## src/logic/thc_pkg.sv

```systemverilog
package thc_pkg;

    // Register byte addresses
    localparam logic [15:0] ADDR_CONTROL      = 16'hA800;
    localparam logic [15:0] ADDR_TX_PTR_A     = 16'hA808;
    localparam logic [15:0] ADDR_TX_PTR_B     = 16'hA80C;
    localparam logic [15:0] ADDR_RX_PTR_A     = 16'hA810;
    localparam logic [15:0] ADDR_RX_PTR_B     = 16'hA814;
    localparam logic [15:0] ADDR_RX_BASE      = 16'hA81C;
    localparam logic [15:0] ADDR_TX_BASE      = 16'hA820;
    localparam logic [15:0] ADDR_HOLDING      = 16'hA824;
    localparam logic [15:0] ADDR_CLOCK_CTRL   = 16'hA828;
    localparam logic [15:0] ADDR_IRQ_ENABLE   = 16'hA82C;
    localparam logic [15:0] ADDR_IRQ_STATUS   = 16'hA830;
    localparam logic [15:0] ADDR_IRQ_CLEAR    = 16'hA834;

    // Field positions
    localparam int CTL_RUN_BIT      = 0;
    localparam int CTL_TX_DMA_BIT   = 1;
    localparam int CTL_RX_DMA_BIT   = 2;
    localparam int CTL_FS_DIR_BIT   = 3;
    localparam int CTL_SIZE_LSB     = 4;
    localparam int SIZE_W           = 12;
    localparam int CLK_DIR_BIT      = 9;
    localparam int CLK_EN_BIT       = 8;
    localparam int DIV_LSB          = 0;
    localparam int DIV_W            = 8;
    localparam int BASE_LSB         = 2;
    localparam int IRQ_HALF_A_BIT   = 3;
    localparam int IRQ_HALF_B_BIT   = 2;
    localparam int IRQ_W            = 8;
    localparam int BYTE_W           = 8;
    localparam int BYTES_PER_WORD   = 4;

    // Reset values
    localparam logic [31:0] CONTROL_RESET    = 32'h0000_0000;
    localparam logic [31:0] CLOCK_CTRL_RESET = 32'h0000_0100;
    localparam logic [31:0] WORD_RESET       = 32'h0000_0000;
    localparam logic [31:0] PTR_RESET        = 32'h0302_0100;
    localparam logic [IRQ_W-1:0] IRQ_RESET   = 8'h00;

    // Divider modulus is the field plus this offset
    localparam logic [DIV_W:0] DIV_OFFSET    = 9'h002;

    typedef enum {
        THC_DMA_IDLE,
        THC_DMA_READ,
        THC_DMA_WRITE
    } thc_dma_state_t;

    typedef struct packed {
        logic        valid;
        logic        write;
        logic [31:0] addr;
        logic [31:0] wdata;
    } thc_dma_req_t;

endpackage
```

## src/logic/thc_highway.sv

```systemverilog
// The APB slave port was chosen for this implementation.
module thc_highway #(
    parameter int SLOT_W = 5
) (
    input  wire logic                clock,
    input  wire logic                reset_n,
    input  wire logic                psel,
    input  wire logic                penable,
    input  wire logic                pwrite,
    input  wire logic [15:0]         paddr,
    input  wire logic [31:0]         pwdata,
    output logic      [31:0]         prdata,
    output logic                     pready,
    output logic                     pslverr,
    output logic                     irq,
    input  wire logic                highwayClockIn,
    output logic                     highwayClockOut,
    output logic                     highwayClockOe,
    input  wire logic                frameSyncIn,
    output logic                     frameSyncOut,
    output logic                     frameSyncOe,
    input  wire logic                rxDataIn,
    output logic                     txDataOut,
    output logic                     txDataOe,
    output thc_pkg::thc_dma_req_t    dmaReq,
    input  wire logic                dmaAck,
    input  wire logic [31:0]         dmaRdata
);

    localparam int BW = thc_pkg::BYTE_W;

    // Returns a hit flag and the byte lane whose pointer entry names the slot
    function automatic logic [2:0] slotMatch(input logic [31:0] ptr, input logic [SLOT_W-1:0] slot);
        logic [2:0] res;
        res = 3'h0;
        for (int i = thc_pkg::BYTES_PER_WORD - 1; i >= 0; i--) begin
            if (ptr[i*BW +: SLOT_W] == slot) begin
                res = {1'b1, 2'(i)};
            end
        end
        return res;
    endfunction

    // Register state
    logic [31:0]               controlReg;
    logic [31:0]               clockCtrlReg;
    logic [31:0]               txBaseReg;
    logic [31:0]               rxBaseReg;
    logic [31:0]               txPtrReg [2];
    logic [31:0]               rxPtrReg [2];
    logic [31:0]               txHoldReg [2];
    logic [31:0]               rxHoldReg [2];
    logic [thc_pkg::IRQ_W-1:0] irqStatusReg;
    logic [thc_pkg::IRQ_W-1:0] irqEnableReg;
    logic                      lastHalfReg;

    logic busWrite;
    logic busSetup;
    assign busSetup = psel && !penable;
    assign busWrite = psel && penable && pready && pwrite;

    logic clkDir;
    logic clkEn;
    logic fsDir;
    logic running;
    assign clkDir  = clockCtrlReg[thc_pkg::CLK_DIR_BIT];
    assign clkEn   = clockCtrlReg[thc_pkg::CLK_EN_BIT];
    assign fsDir   = controlReg[thc_pkg::CTL_FS_DIR_BIT];
    assign running = controlReg[thc_pkg::CTL_RUN_BIT];

    // APB answer: ready in the first access cycle, data prepared at setup
    always_ff @(posedge clock or negedge reset_n) begin
        if (!reset_n) begin
            pready  <= 1'b0;
            pslverr <= 1'b0;
            prdata  <= thc_pkg::WORD_RESET;
        end else begin
            pready  <= busSetup;
            pslverr <= 1'b0;
            if (busSetup) begin
                prdata <= thc_pkg::WORD_RESET;
                case (paddr)
                    thc_pkg::ADDR_CONTROL:    prdata <= controlReg;
                    thc_pkg::ADDR_TX_PTR_A:   prdata <= txPtrReg[0];
                    thc_pkg::ADDR_TX_PTR_B:   prdata <= txPtrReg[1];
                    thc_pkg::ADDR_RX_PTR_A:   prdata <= rxPtrReg[0];
                    thc_pkg::ADDR_RX_PTR_B:   prdata <= rxPtrReg[1];
                    thc_pkg::ADDR_RX_BASE:    prdata <= thc_pkg::WORD_RESET;
                    thc_pkg::ADDR_TX_BASE:    prdata <= thc_pkg::WORD_RESET;
                    thc_pkg::ADDR_HOLDING:    prdata <= rxHoldReg[lastHalfReg];
                    thc_pkg::ADDR_CLOCK_CTRL: prdata <= clockCtrlReg;
                    thc_pkg::ADDR_IRQ_ENABLE: prdata <= 32'(irqEnableReg);
                    thc_pkg::ADDR_IRQ_STATUS: prdata <= 32'(irqStatusReg);
                    thc_pkg::ADDR_IRQ_CLEAR:  prdata <= thc_pkg::WORD_RESET;
                    default:                  pslverr <= 1'b1;
                endcase
            end
        end
    end

    // Plain configuration registers
    always_ff @(posedge clock or negedge reset_n) begin
        if (!reset_n) begin
            controlReg   <= thc_pkg::CONTROL_RESET;
            clockCtrlReg <= thc_pkg::CLOCK_CTRL_RESET;
            txBaseReg    <= thc_pkg::WORD_RESET;
            rxBaseReg    <= thc_pkg::WORD_RESET;
            txPtrReg[0]  <= thc_pkg::PTR_RESET;
            txPtrReg[1]  <= thc_pkg::PTR_RESET;
            rxPtrReg[0]  <= thc_pkg::PTR_RESET;
            rxPtrReg[1]  <= thc_pkg::PTR_RESET;
            irqEnableReg <= thc_pkg::IRQ_RESET;
        end else if (busWrite) begin
            case (paddr)
                thc_pkg::ADDR_CONTROL:    controlReg  <= pwdata;
                thc_pkg::ADDR_TX_PTR_A:   txPtrReg[0] <= pwdata;
                thc_pkg::ADDR_TX_PTR_B:   txPtrReg[1] <= pwdata;
                thc_pkg::ADDR_RX_PTR_A:   rxPtrReg[0] <= pwdata;
                thc_pkg::ADDR_RX_PTR_B:   rxPtrReg[1] <= pwdata;
                // Bases are kept apart so the buffers may be disjoint or shared
                thc_pkg::ADDR_RX_BASE:    rxBaseReg <= {pwdata[31:thc_pkg::BASE_LSB], 2'b00};
                thc_pkg::ADDR_TX_BASE:    txBaseReg <= {pwdata[31:thc_pkg::BASE_LSB], 2'b00};
                // Reserved clock bits stay zero
                thc_pkg::ADDR_CLOCK_CTRL: clockCtrlReg <= {22'h0, pwdata[9:0]};
                thc_pkg::ADDR_IRQ_ENABLE: irqEnableReg <= pwdata[thc_pkg::IRQ_W-1:0];
                default: ;
            endcase
        end
    end

    // Pin synchronisers
    logic [1:0] clkSync;
    logic [1:0] fsSync;
    logic [1:0] rxdSync;
    logic       clkPrev;
    always_ff @(posedge clock or negedge reset_n) begin
        if (!reset_n) begin
            clkSync <= 2'b00;
            fsSync  <= 2'b00;
            rxdSync <= 2'b00;
            clkPrev <= 1'b0;
        end else begin
            clkSync <= {clkSync[0], highwayClockIn};
            fsSync  <= {fsSync[0], frameSyncIn};
            rxdSync <= {rxdSync[0], rxDataIn};
            clkPrev <= clkSync[1];
        end
    end

    // Clock generator
    logic [thc_pkg::DIV_W-1:0] divCnt;
    logic [thc_pkg::DIV_W:0]   modulus;
    logic [thc_pkg::DIV_W:0]   halfMod;
    logic                      genRise;
    logic                      genFall;
    assign modulus = {1'b0, clockCtrlReg[thc_pkg::DIV_LSB +: thc_pkg::DIV_W]}
                     + thc_pkg::DIV_OFFSET;
    assign halfMod = modulus >> 1;
    assign genRise = {1'b0, divCnt} == modulus - 9'h001;
    assign genFall = {1'b0, divCnt} == halfMod - 9'h001;

    always_ff @(posedge clock or negedge reset_n) begin
        if (!reset_n) begin
            divCnt          <= '0;
            highwayClockOut <= 1'b0;
            highwayClockOe  <= 1'b0;
        end else begin
            highwayClockOe <= clkDir;
            // Counter is held at zero with the enable off to save power
            if (clkEn && clkDir) begin
                divCnt          <= genRise ? '0 : divCnt + 1'b1;
                highwayClockOut <= genRise ? 1'b1 : (genFall ? 1'b0 : highwayClockOut);
            end else begin
                divCnt          <= '0;
                highwayClockOut <= 1'b0;
            end
        end
    end

    // One edge source for the framer, master or slave
    logic bitRise;
    logic bitFall;
    assign bitRise = clkEn && (clkDir ? genRise : (clkSync[1] && !clkPrev));
    assign bitFall = clkEn && (clkDir ? genFall : (!clkSync[1] && clkPrev));

    // Framer
    logic [2:0]        bitIdx;
    logic [SLOT_W-1:0] slotIdx;
    logic              halfSel;
    logic              fsLatch;
    logic              framed;
    logic [7:0]        txShift;
    logic [7:0]        rxShift;
    logic              fsSeen;
    logic [2:0]        nextBit;
    logic [SLOT_W-1:0] nextSlot;
    logic              nextHalf;
    logic              frameEnd;
    logic [2:0]        txHit;
    logic [2:0]        rxHit;
    logic [7:0]        rxByte;

    assign fsSeen   = fsDir ? frameSyncOut : fsSync[1];
    assign frameEnd = bitRise && fsLatch && framed && running;
    assign nextBit  = fsLatch ? 3'h0 : bitIdx + 3'h1;
    assign nextSlot = fsLatch ? '0 : ((bitIdx == 3'h7) ? slotIdx + 1'b1 : slotIdx);
    assign nextHalf = frameEnd ? !halfSel : halfSel;
    assign txHit    = slotMatch(txPtrReg[nextHalf], nextSlot);
    assign rxHit    = slotMatch(rxPtrReg[halfSel], slotIdx);
    assign rxByte   = {rxShift[6:0], rxdSync[1]};

    always_ff @(posedge clock or negedge reset_n) begin
        if (!reset_n) begin
            bitIdx       <= 3'h0;
            slotIdx      <= '0;
            halfSel      <= 1'b0;
            fsLatch      <= 1'b0;
            framed       <= 1'b0;
            frameSyncOut <= 1'b0;
            frameSyncOe  <= 1'b0;
        end else begin
            frameSyncOe <= fsDir;
            if (!running) begin
                framed  <= 1'b0;
                fsLatch <= 1'b0;
                halfSel <= 1'b0;
            end else begin
                if (bitFall) begin
                    fsLatch <= fsSeen;
                end
                if (bitRise) begin
                    bitIdx  <= nextBit;
                    slotIdx <= nextSlot;
                    halfSel <= nextHalf;
                    if (fsLatch) begin
                        framed  <= 1'b1;
                        fsLatch <= 1'b0;
                    end
                    // Master sync marks the last bit of the frame
                    frameSyncOut <= fsDir && (nextSlot == '1) && (nextBit == 3'h7);
                end
            end
        end
    end

    // Transmit shifter, MSB first, driven only in owned slots
    always_ff @(posedge clock or negedge reset_n) begin
        if (!reset_n) begin
            txShift   <= 8'h00;
            txDataOut <= 1'b0;
            txDataOe  <= 1'b0;
        end else if (!running || !framed) begin
            txDataOe  <= 1'b0;
            txDataOut <= 1'b0;
        end else if (bitRise) begin
            if (nextBit == 3'h0) begin
                txShift   <= {txHoldReg[nextHalf][txHit[1:0]*BW +: 7], 1'b0};
                txDataOut <= txHoldReg[nextHalf][txHit[1:0]*BW + 7];
                txDataOe  <= txHit[2];
            end else begin
                txShift   <= {txShift[6:0], 1'b0};
                txDataOut <= txShift[7];
            end
        end
    end

    // Receive shifter and holding words
    always_ff @(posedge clock or negedge reset_n) begin
        if (!reset_n) begin
            rxShift      <= 8'h00;
            rxHoldReg[0] <= thc_pkg::WORD_RESET;
            rxHoldReg[1] <= thc_pkg::WORD_RESET;
        end else if (bitFall && running && framed) begin
            rxShift <= rxByte;
            if (bitIdx == 3'h7 && rxHit[2]) begin
                rxHoldReg[halfSel][rxHit[1:0]*BW +: BW] <= rxByte;
            end
        end
    end

    // Buffer engine
    localparam int SIZE_BITS = thc_pkg::SIZE_W;
    thc_pkg::thc_dma_state_t dmaState;
    logic [SIZE_BITS-1:0]    txOff;
    logic [SIZE_BITS-1:0]    rxOff;
    logic [1:0]              txPend;
    logic [1:0]              rxPend;
    logic                    dmaHalf;
    logic [SIZE_BITS-1:0]    sizeWords;
    assign sizeWords = controlReg[thc_pkg::CTL_SIZE_LSB +: SIZE_BITS];

    always_ff @(posedge clock or negedge reset_n) begin
        if (!reset_n) begin
            dmaState <= thc_pkg::THC_DMA_IDLE;
            dmaReq   <= '0;
            txOff    <= '0;
            rxOff    <= '0;
            txPend   <= 2'b00;
            rxPend   <= 2'b00;
            dmaHalf  <= 1'b0;
        end else begin
            // Pending sets win over the service clear in the same cycle
            if (frameEnd && controlReg[thc_pkg::CTL_TX_DMA_BIT]) begin
                txPend[halfSel] <= 1'b1;
            end
            if (frameEnd && controlReg[thc_pkg::CTL_RX_DMA_BIT]) begin
                rxPend[halfSel] <= 1'b1;
            end
            case (dmaState)
                thc_pkg::THC_DMA_IDLE: begin
                    if (|rxPend) begin
                        dmaHalf  <= rxPend[1] && !rxPend[0];
                        dmaReq   <= '{valid: 1'b1, write: 1'b1,
                                      addr: rxBaseReg + {18'h0, rxOff, 2'b00},
                                      wdata: rxHoldReg[rxPend[1] && !rxPend[0]]};
                        dmaState <= thc_pkg::THC_DMA_WRITE;
                    end else if (|txPend) begin
                        dmaHalf  <= txPend[1] && !txPend[0];
                        dmaReq   <= '{valid: 1'b1, write: 1'b0,
                                      addr: txBaseReg + {18'h0, txOff, 2'b00},
                                      wdata: thc_pkg::WORD_RESET};
                        dmaState <= thc_pkg::THC_DMA_READ;
                    end
                end
                thc_pkg::THC_DMA_WRITE: begin
                    if (dmaAck) begin
                        dmaReq   <= '0;
                        rxOff    <= (rxOff == sizeWords) ? '0 : rxOff + 1'b1;
                        dmaState <= thc_pkg::THC_DMA_IDLE;
                        if (!(frameEnd && halfSel == dmaHalf)) begin
                            rxPend[dmaHalf] <= 1'b0;
                        end
                    end
                end
                thc_pkg::THC_DMA_READ: begin
                    if (dmaAck) begin
                        dmaReq   <= '0;
                        txOff    <= (txOff == sizeWords) ? '0 : txOff + 1'b1;
                        dmaState <= thc_pkg::THC_DMA_IDLE;
                        if (!(frameEnd && halfSel == dmaHalf)) begin
                            txPend[dmaHalf] <= 1'b0;
                        end
                    end
                end
                default: dmaState <= thc_pkg::THC_DMA_IDLE;
            endcase
        end
    end

    // Transmit holding words: CPU write or buffer fetch
    always_ff @(posedge clock or negedge reset_n) begin
        if (!reset_n) begin
            txHoldReg[0] <= thc_pkg::WORD_RESET;
            txHoldReg[1] <= thc_pkg::WORD_RESET;
        end else begin
            if (busWrite && paddr == thc_pkg::ADDR_HOLDING) begin
                txHoldReg[lastHalfReg] <= pwdata;
            end
            if (dmaState == thc_pkg::THC_DMA_READ && dmaAck) begin
                txHoldReg[dmaHalf] <= dmaRdata;
            end
        end
    end

    // Interrupt status, enable and output
    logic [thc_pkg::IRQ_W-1:0] irqSet;
    logic [thc_pkg::IRQ_W-1:0] irqKeep;
    always_comb begin
        irqSet  = '0;
        irqKeep = '1;
        irqSet[thc_pkg::IRQ_HALF_A_BIT] = frameEnd && !halfSel;
        irqSet[thc_pkg::IRQ_HALF_B_BIT] = frameEnd && halfSel;
        if (busWrite && paddr == thc_pkg::ADDR_IRQ_CLEAR) begin
            irqKeep = pwdata[thc_pkg::IRQ_W-1:0];
        end
    end

    always_ff @(posedge clock or negedge reset_n) begin
        if (!reset_n) begin
            irqStatusReg <= thc_pkg::IRQ_RESET;
            lastHalfReg  <= 1'b0;
            irq          <= 1'b0;
        end else begin
            // Writing zero clears; a new event in that cycle still sets
            irqStatusReg <= (irqStatusReg & irqKeep) | irqSet;
            if (frameEnd) begin
                lastHalfReg <= halfSel;
            end
            irq <= |(irqStatusReg & irqEnableReg);
        end
    end

endmodule // thc_highway

```

## config.mk

```make
export PLATFORM = sky130hd
export DESIGN_NAME = thc_highway
export DESIGN_NICKNAME = d
export VERILOG_FILES = /design/src/logic/thc_pkg.sv /design/src/logic/thc_highway.sv
export SDC_FILE = /design/constraint.sdc
export NUM_CORES = 1
export LEC_CHECK = 0
export BUFFER_PORTS_ARGS = -buffer_cell sky130_fd_sc_hd__buf_2
export CAP_MARGIN = 20
export CORE_ASPECT_RATIO = 1.4
export CORE_MARGIN = 2
export CORE_UTILIZATION = 53
export DETAILED_ROUTE_END_ITERATION = 10
export GPL_TIMING_DRIVEN = 0
export PLACE_DENSITY = 0.68
export RECOVER_POWER = 25
export SLEW_MARGIN = 20
export SYNTH_ARGS = -nofsm -noshare
export SYNTH_HDL_FRONTEND = slang
export SYNTH_SLANG_ARGS = --single-unit
```

## constraint.sdc

```tcl
create_clock -name clock -period 8.4 [get_ports clock]
set_clock_uncertainty 0.2 [all_clocks]
set_input_delay 1.68 -clock clock [delete_from_list [all_inputs] [get_ports clock]]
set_output_delay 1.68 -clock clock [all_outputs]
set_load 0.03 [all_outputs]
```

Yosys cells after proc, flatten, opt, wreduce, memory -nomap -nowiden
Index checks and enable logic that the tools add are counted.

storage, ports and cells
  input bits = 89
  word-level logic and storage cells = 288
  flip-flop bits (word level) = 584
  output and inout bits = 107

operators by class
  reductions and logical operators = 71
  mux-type cells = 92
  $lt $le $gt $ge = 13
  bitwise operators = 14
  add/sub/neg operators = 12
  equality and inequality tests = 36
  shifts and indexed selects = 3

operators with widths
  cell                                                                      count
  32-bit 2-to-1 mux                                                         15
  32-bit one-hot mux with 9 select lines                                    1
  66-bit 2-to-1 mux                                                         3
  64-bit bitwise mux                                                        3
  16-bit == test (second input constant)                                    12
  29-bit 2-to-1 mux                                                         6
  66-bit one-hot mux with 2 select lines                                    1
  64-bit 2-to-1 mux                                                         2
  32-bit demux with 1-bit select                                            3
  32-bit by 14-bit adder with 32-bit output                                 2
  32-bit by 2-bit == test with 1-bit output (second input constant)         2
  32-bit one-hot mux with 2 select lines                                    1
  5-bit == test                                                             8
  2-bit AND reduction                                                       18
  5-bit negator with 34-bit output                                          1
  8-bit by 34-bit variable shift with 32-bit output (first input constant)  1
  8-bit by 34-bit indexed part select with 32-bit output                    1
  32-bit by 1-bit == test with 1-bit output (second input constant)         1
  1-bit logical AND                                                         32
  32-bit zero test                                                          1
  8-bit 2-to-1 mux                                                          4
  32-bit by 6-bit indexed part select with 7-bit output                     1
  1-bit 2-to-1 mux                                                          29
  3-bit 2-to-1 mux                                                          9
  other kinds (40)                                                          84

Longest topological paths before layout
  word-level depth = 24
  depth in mapped cells = 24
  gate-level depth less buffers = 19

Worst setup path before layout
Ideal clock, no wire load.

  kind = reg-to-reg
  start point = register clockCtrlReg[2]
  end point = register txShift[1]
  buffers on the path = 4
  library setup time = 0.110 ns
  data arrival time = 5.556 ns
  clock period less this slack = 5.866 ns
  required time = 8.090 ns
  cell stages (with the launch flop) = 23
  setup slack = 2.534 ns
  cell sequence = dfrtp_1 -> ha_1 -> xor2_1 -> nor3b_1 -> xor2_1 -> xnor2_1 -> or4_4 -> o31a_2 -> clkbuf_8 -> nor3_1 -> ha_1 -> clkbuf_1 -> buf_2 -> mux2i_1 -> a21oi_1 -> nor4b_1 -> nand4_1 -> a21oi_1 -> nor2_2 -> buf_4 -> mux2i_1 -> mux4_2 -> o41ai_1

between the ends
  longest elaborated chain between the ends = 20
  elaborated cells between the ends (all ways) = 27
  classes of those cells = 2 x add/sub; 5 x eq/ne; 1 x shift; 13 x mux; 1 x bitwise; 5 x reduce/logical

ends and longest elaborated chain
  element                                                  RTL line                                text
  start: declaration                                       thc_highway.sv:46                       logic [31:0] clockCtrlReg;
  start signal: assignment                                 thc_highway.sv:105                      clockCtrlReg <= thc_pkg::CLOCK_CTRL_RESET;
  start signal: assignment                                 thc_highway.sv:124                      thc_pkg::ADDR_CLOCK_CTRL: clockCtrlReg <= {22'h0, pwdata[9:0]};
  8-bit by 2-bit adder with 9-bit output *                 thc_highway.sv:157                      + thc_pkg::DIV_OFFSET;
  9-bit by 1-bit subtractor with 9-bit output *            thc_highway.sv:159                      assign genRise = {1'b0, divCnt} == modulus - 9'h001;
  8-bit by 9-bit == test with 1-bit output *               thc_highway.sv:159
  1-bit 2-to-1 mux *                                       thc_highway.sv:183                      assign bitRise = clkEn && (clkDir ? genRise : (clkSync[1] && !clkPrev));
  1-bit logical AND *                                      thc_highway.sv:183
  1-bit logical AND * (3 in series)                        thc_highway.sv:204                      assign frameEnd = bitRise && fsLatch && framed && running;
  named net frameEnd                                       thc_highway.sv:198                      logic frameEnd;
  1-bit 2-to-1 mux *                                       thc_highway.sv:207                      assign nextHalf = frameEnd ? !halfSel : halfSel;
  1-bit NOT with 2-bit output (implied by the code) *      thc_highway.sv:208, thc_highway.sv:257
  29-bit 2-to-1 mux (implied by the code) (3 in series)    thc_highway.sv:208                      assign txHit = slotMatch(txPtrReg[nextHalf], nextSlot);
  5-bit == test                                            thc_highway.sv:37                       if (ptr[i*BW +: SLOT_W] == slot) begin
  3-bit 2-to-1 mux (4 in series)                           thc_highway.sv:37
  32-bit by 6-bit indexed part select with 7-bit output *  thc_highway.sv:257                      txShift <= {txHoldReg[nextHalf][txHit[1:0]*BW +: 7], 1'b0};
  8-bit 2-to-1 mux *                                       thc_highway.sv:256                      if (nextBit == 3'h0) begin
  end signal: assignment                                   thc_highway.sv:257
  end signal: assignment                                   thc_highway.sv:261                      txShift <= {txShift[6:0], 1'b0};
  end: declaration                                         thc_highway.sv:192                      logic [7:0] txShift;

Mark *: on every way through the listed nets, which the timed path passes. The rest lies on a longest branch. The select of a mux whose other input is x is not followed.
A chain may end at the register's enable or synchronous reset.

Worst setup path after layout
  start point = register clockCtrlReg[2]
  end point = register txShift[2]

The elaborated chain is that of the path after synthesis.

==> impl_metrics.py <==
metrics = {
    "yosys": {
        "synth_top_area_cell": "dfrtp_1",
        "synth_edf_count": 0,
        "synth_adder_area_share": 0.0203,
        "synth_mux_area_frac": 0.187,
        "synth_flop_cell": "dfrtp_1",
        "yosysSeqAreaShare": 0.486,
        "synth_area_mm2": 0.0284,
        "synth_area_per_cell_um2": 11.0,
        "ys_types": 87,
        "synthArstFlopShare": 1.00,
        "synthTopCellsByArea": "dfrtp_1 (47%), mux2_2 (13%), mux2i_1 (5.3%)",
        "ys_seq_elements": 551,
        "synth_top_cell_area_share": 0.470,
        "synth_top_family_by_area": "multiplexers",
        "synth_xor_xnor_area_share": 0.0502,
        "syn_inst": 2577,
        "synth_compound_area_frac": 0.121,
        "yosys.area_share.simple": 0.107,
        "synth-warning-count": 0,
    },
    "worst_setup_path": {
        "r2r_setup_slack_ns": 0.47,
        "r2r_cells": 21,
        "slowest_stage": "nor4_2",
        "endpoint_kind": "flip-flop",
        "crit_arrival_ns": 8.21,
        "max_stage_delay_ns": 0.85,
        "r2r_end": "txShift[2]",
        "crit_type": "flip-flop to flip-flop",
        "crit_fanout": 10,
        "cp-start-kind": "flip-flop",
        "critical-path-top-delay-family": "simple AND/OR/NAND/NOR gates",
        "cp.required_ns": 8.68,
        "r2r_start": "clockCtrlReg[2]",
        "path_buf_inv": 4,
        "path_cells": "ha_1 -> xor2_1 -> nor3b_1 -> xor2_1 -> xnor2_1 -> or4_4 -> o31a_2 -> clkbuf_8 -> nor3_2 -> ha_1 -> buf_2 -> mux2i_1 -> a21oi_1 -> nand4b_1 -> nor4_2 -> clkbuf_1 -> nand2_1 -> clkbuf_1 -> o221a_2 -> o221ai_1 -> a31oi_1",
    },
    "detailed_routing": {
        "drcViolationCount": 0,
        "antenna_left": 0,
        "post_drt_wl_per_cell_um": 26.0,
        "drt_first_pass_iters": 5,
        "viasPerCell": 6.26,
        "routed_wl_um": 93500,
        "initialDrtViolationCount": 1890,
        "vias": 22500,
    },
    "timing": {
        "maxSlewViolCount": 246,
        "slew_headroom": -1.73,
        "rsz0062_at_grt": "false",
        "period_minus_slack_ns": 7.93,
        "setup_viol": 0,
        "whs_ns": 0.151,
        "min_period_over_period": 0.944,
        "tightest_slew_ns": 4.09,
        "fmax_mhz": 126,
        "hold_viol": 0,
    },
    "placed_design": {
        "placedCellCount": 3486,
        "hpwl_um": 69200,
        "port_buffers": 187,
        "gp_congestion": 0.954,
    },
    "run_status": {
        "violations": "capacitance limit, slew limit",
        "outcome": "complete, but fails checks",
    },
    "run": {
        "max-cap-violations": 3,
    },
    "clock_tree": {
        "cts.sinks": 551,
        "h-tree-depth": 2,
        "cts_root_buf": "clkbuf_16",
        "cts_max_path_buffers": 3,
        "cts_buffers": 54,
        "clock_latency_ns": 0.62,
        "cts_tree": "done",
        "cts_setup_buffers": 0,
        "hold_buffers": 0,
        "clk_pin_slew_ns": 0.07,
        "cts_resized": 0,
    },
    "cells_and_area": {
        "final_cells": 3593,
        "final_util": 0.609,
        "syn_to_final_growth_pct": 13.7,
        "layout.nets": 2962,
        "drive_above_1_share": 0.244,
    },
    "floorplan": {
        "start_util": 0.536,
        "row_count": 100,
        "ios": 196,
        "die_h_um": 278,
        "core_mm2": 0.0531,
        "die_x_um": 200,
        "dieArea_mm2": 0.0555,
    },
    "power": {
        "p_leak_uw": 0.0151,
        "peakVddDrop_mv": 0.143,
        "p_per_area_mw_per_mm2": 223,
    },
    "global_route": {
        "grtUsageTotal": 0.340,
        "grt_pass1_wl_um": 141000,
        "antenna_found_initial": 7,
        "grt_pass1_vias": 22900,
        "globalRouteOverflowTotal": 0,
        "grt_max_degree": 107,
    },
    "hold_path": {
        "hp-class": "flip-flop to flip-flop",
        "holdPathEnd": "clkSync[1]",
        "hold_depth": 0,
        "hp-start": "clkSync[0]",
    },
}
-- how the worst max path moves through the flow --
stage | from | endpoint | slack (ns) | depth (start not counted)
after floorplan | clockCtrlReg[2] | txShift[1] | 2.53 | 22
after global placement | reset_n | dmaReq[12] | -5.55 | 1
after detailed placement | clockCtrlReg[2] | txShift[4] | 0.37 | 21
after CTS | clockCtrlReg[2] | txShift[4] | 0.33 | 21
after global routing | clockCtrlReg[2] | txShift[2] | 0.36 | 21
final | clockCtrlReg[2] | txShift[2] | 0.47 | 21
-- synth_stat cells (24+ instances only) --
cell type and n:
xnor2_1 96, a21oi_1 65, mux2_2 321, and3_1 28, a22oi_1 48, clkbuf_1 124
a221oi_1 31, inv_1 24, and2_1 30, dfrtp_1 534, mux2i_1 151, o31ai_1 40
nand3_1 65, nand2_1 243, o21ai_0 186, xor2_1 59, ha_1 43, nor2_1 133
-- per-stage QoR --
stage / total power, µW / area (µm²) / setup WS (ns) / TNS, ns
2_1_floorplan: 3950 / 28400 / 2.53 / 0
3_3_place_gp: 4530 / 30200 / -5.55 / -2944.86
3_5_place_dp: 4600 / 30400 / 0.375 / 0
4_1_cts: 7200 / 32300 / 0.328 / 0
5_1_grt: 7480 / 32300 / 0.357 / 0
6_report: 7200 / 32300 / 0.472 / 0
-- metal layers --
layer  vias up  track usage  wire length, µm
li1       9862            -                -
met1     11300        0.428            36000
met2       961        0.543            44000
met3       310       0.0507             5970
met4         8        0.230             7450
met5         -            0               61
-- logic make-up after synthesis --
kind of cell               count (synthesis)
AOI/OAI and AO/OA                        517
xor gates and xnor gates                 158
adders and majority gates                 45
buffers and inverters                    187
DFF                                      551
muxes                                    481
other                                      1
and+or+nand+nor                          637
-- cell type report --
cell class | instances | area (µm²)
clock buffer | 65 | 1500
inverter | 25 | 93.8
sequential | 551 | 13800
fill | 4465 | 20800
clock inverter | 36 | 402
antenna | 6 | 15.0
multi-input combinational | 1840 | 13800
buffer | 162 | 712
timing repair buffer | 194 | 1040
tap | 714 | 893
-- layout by cell type, fill, tap and decap left out, types with 13 or more instances in the layout --
cell / netlist / layout
or3_1: 20 / 20
ha_1: 43 / 43
a21oi_1: 65 / 65
inv_1: 24 / 24
and2_1: 30 / 30
and3_1: 28 / 28
clkbuf_16: 0 / 55
a22oi_1: 48 / 48
a21o_1: 17 / 17
mux2i_1: 151 / 151
o21ai_0: 186 / 186
nand4_1: 21 / 21
clkbuf_8: 7 / 16
xor2_1: 59 / 59
clkinv_2: 0 / 18
o31ai_1: 40 / 40
xnor2_1: 96 / 96
buf_1: 15 / 13
nor2_1: 133 / 133
dfrtp_1: 534 / 534
nand3_1: 65 / 65
nor2b_1: 13 / 13
dfstp_2: 17 / 17
mux2_2: 321 / 321
nor3_1: 21 / 18
buf_2: 11 / 198
nand2b_1: 14 / 14
nand2_1: 243 / 243
a221oi_1: 31 / 31
a221o_1: 22 / 22
clkbuf_1: 124 / 129
-- flip-flops by register name (all words and copies together), names as in the netlist, 30 cells and up --
name        cells
rxHoldReg      64
controlReg     32
rxPtrReg       64
dmaReq         64
rxBaseReg      30
txHoldReg      64
prdata         32
txPtrReg       64
txBaseReg      30
-- where the power goes --
part	leakage, µW	switching [µW]	internal, µW	total, µW
logic	0.00671	1060	451	1510
clock network	0.000945	1120	1500	2620
registers	0.00745	200	2870	3070
total	0.0151	2380	4820	7200
No activity file was read; power rests on OpenSTA's default activity.
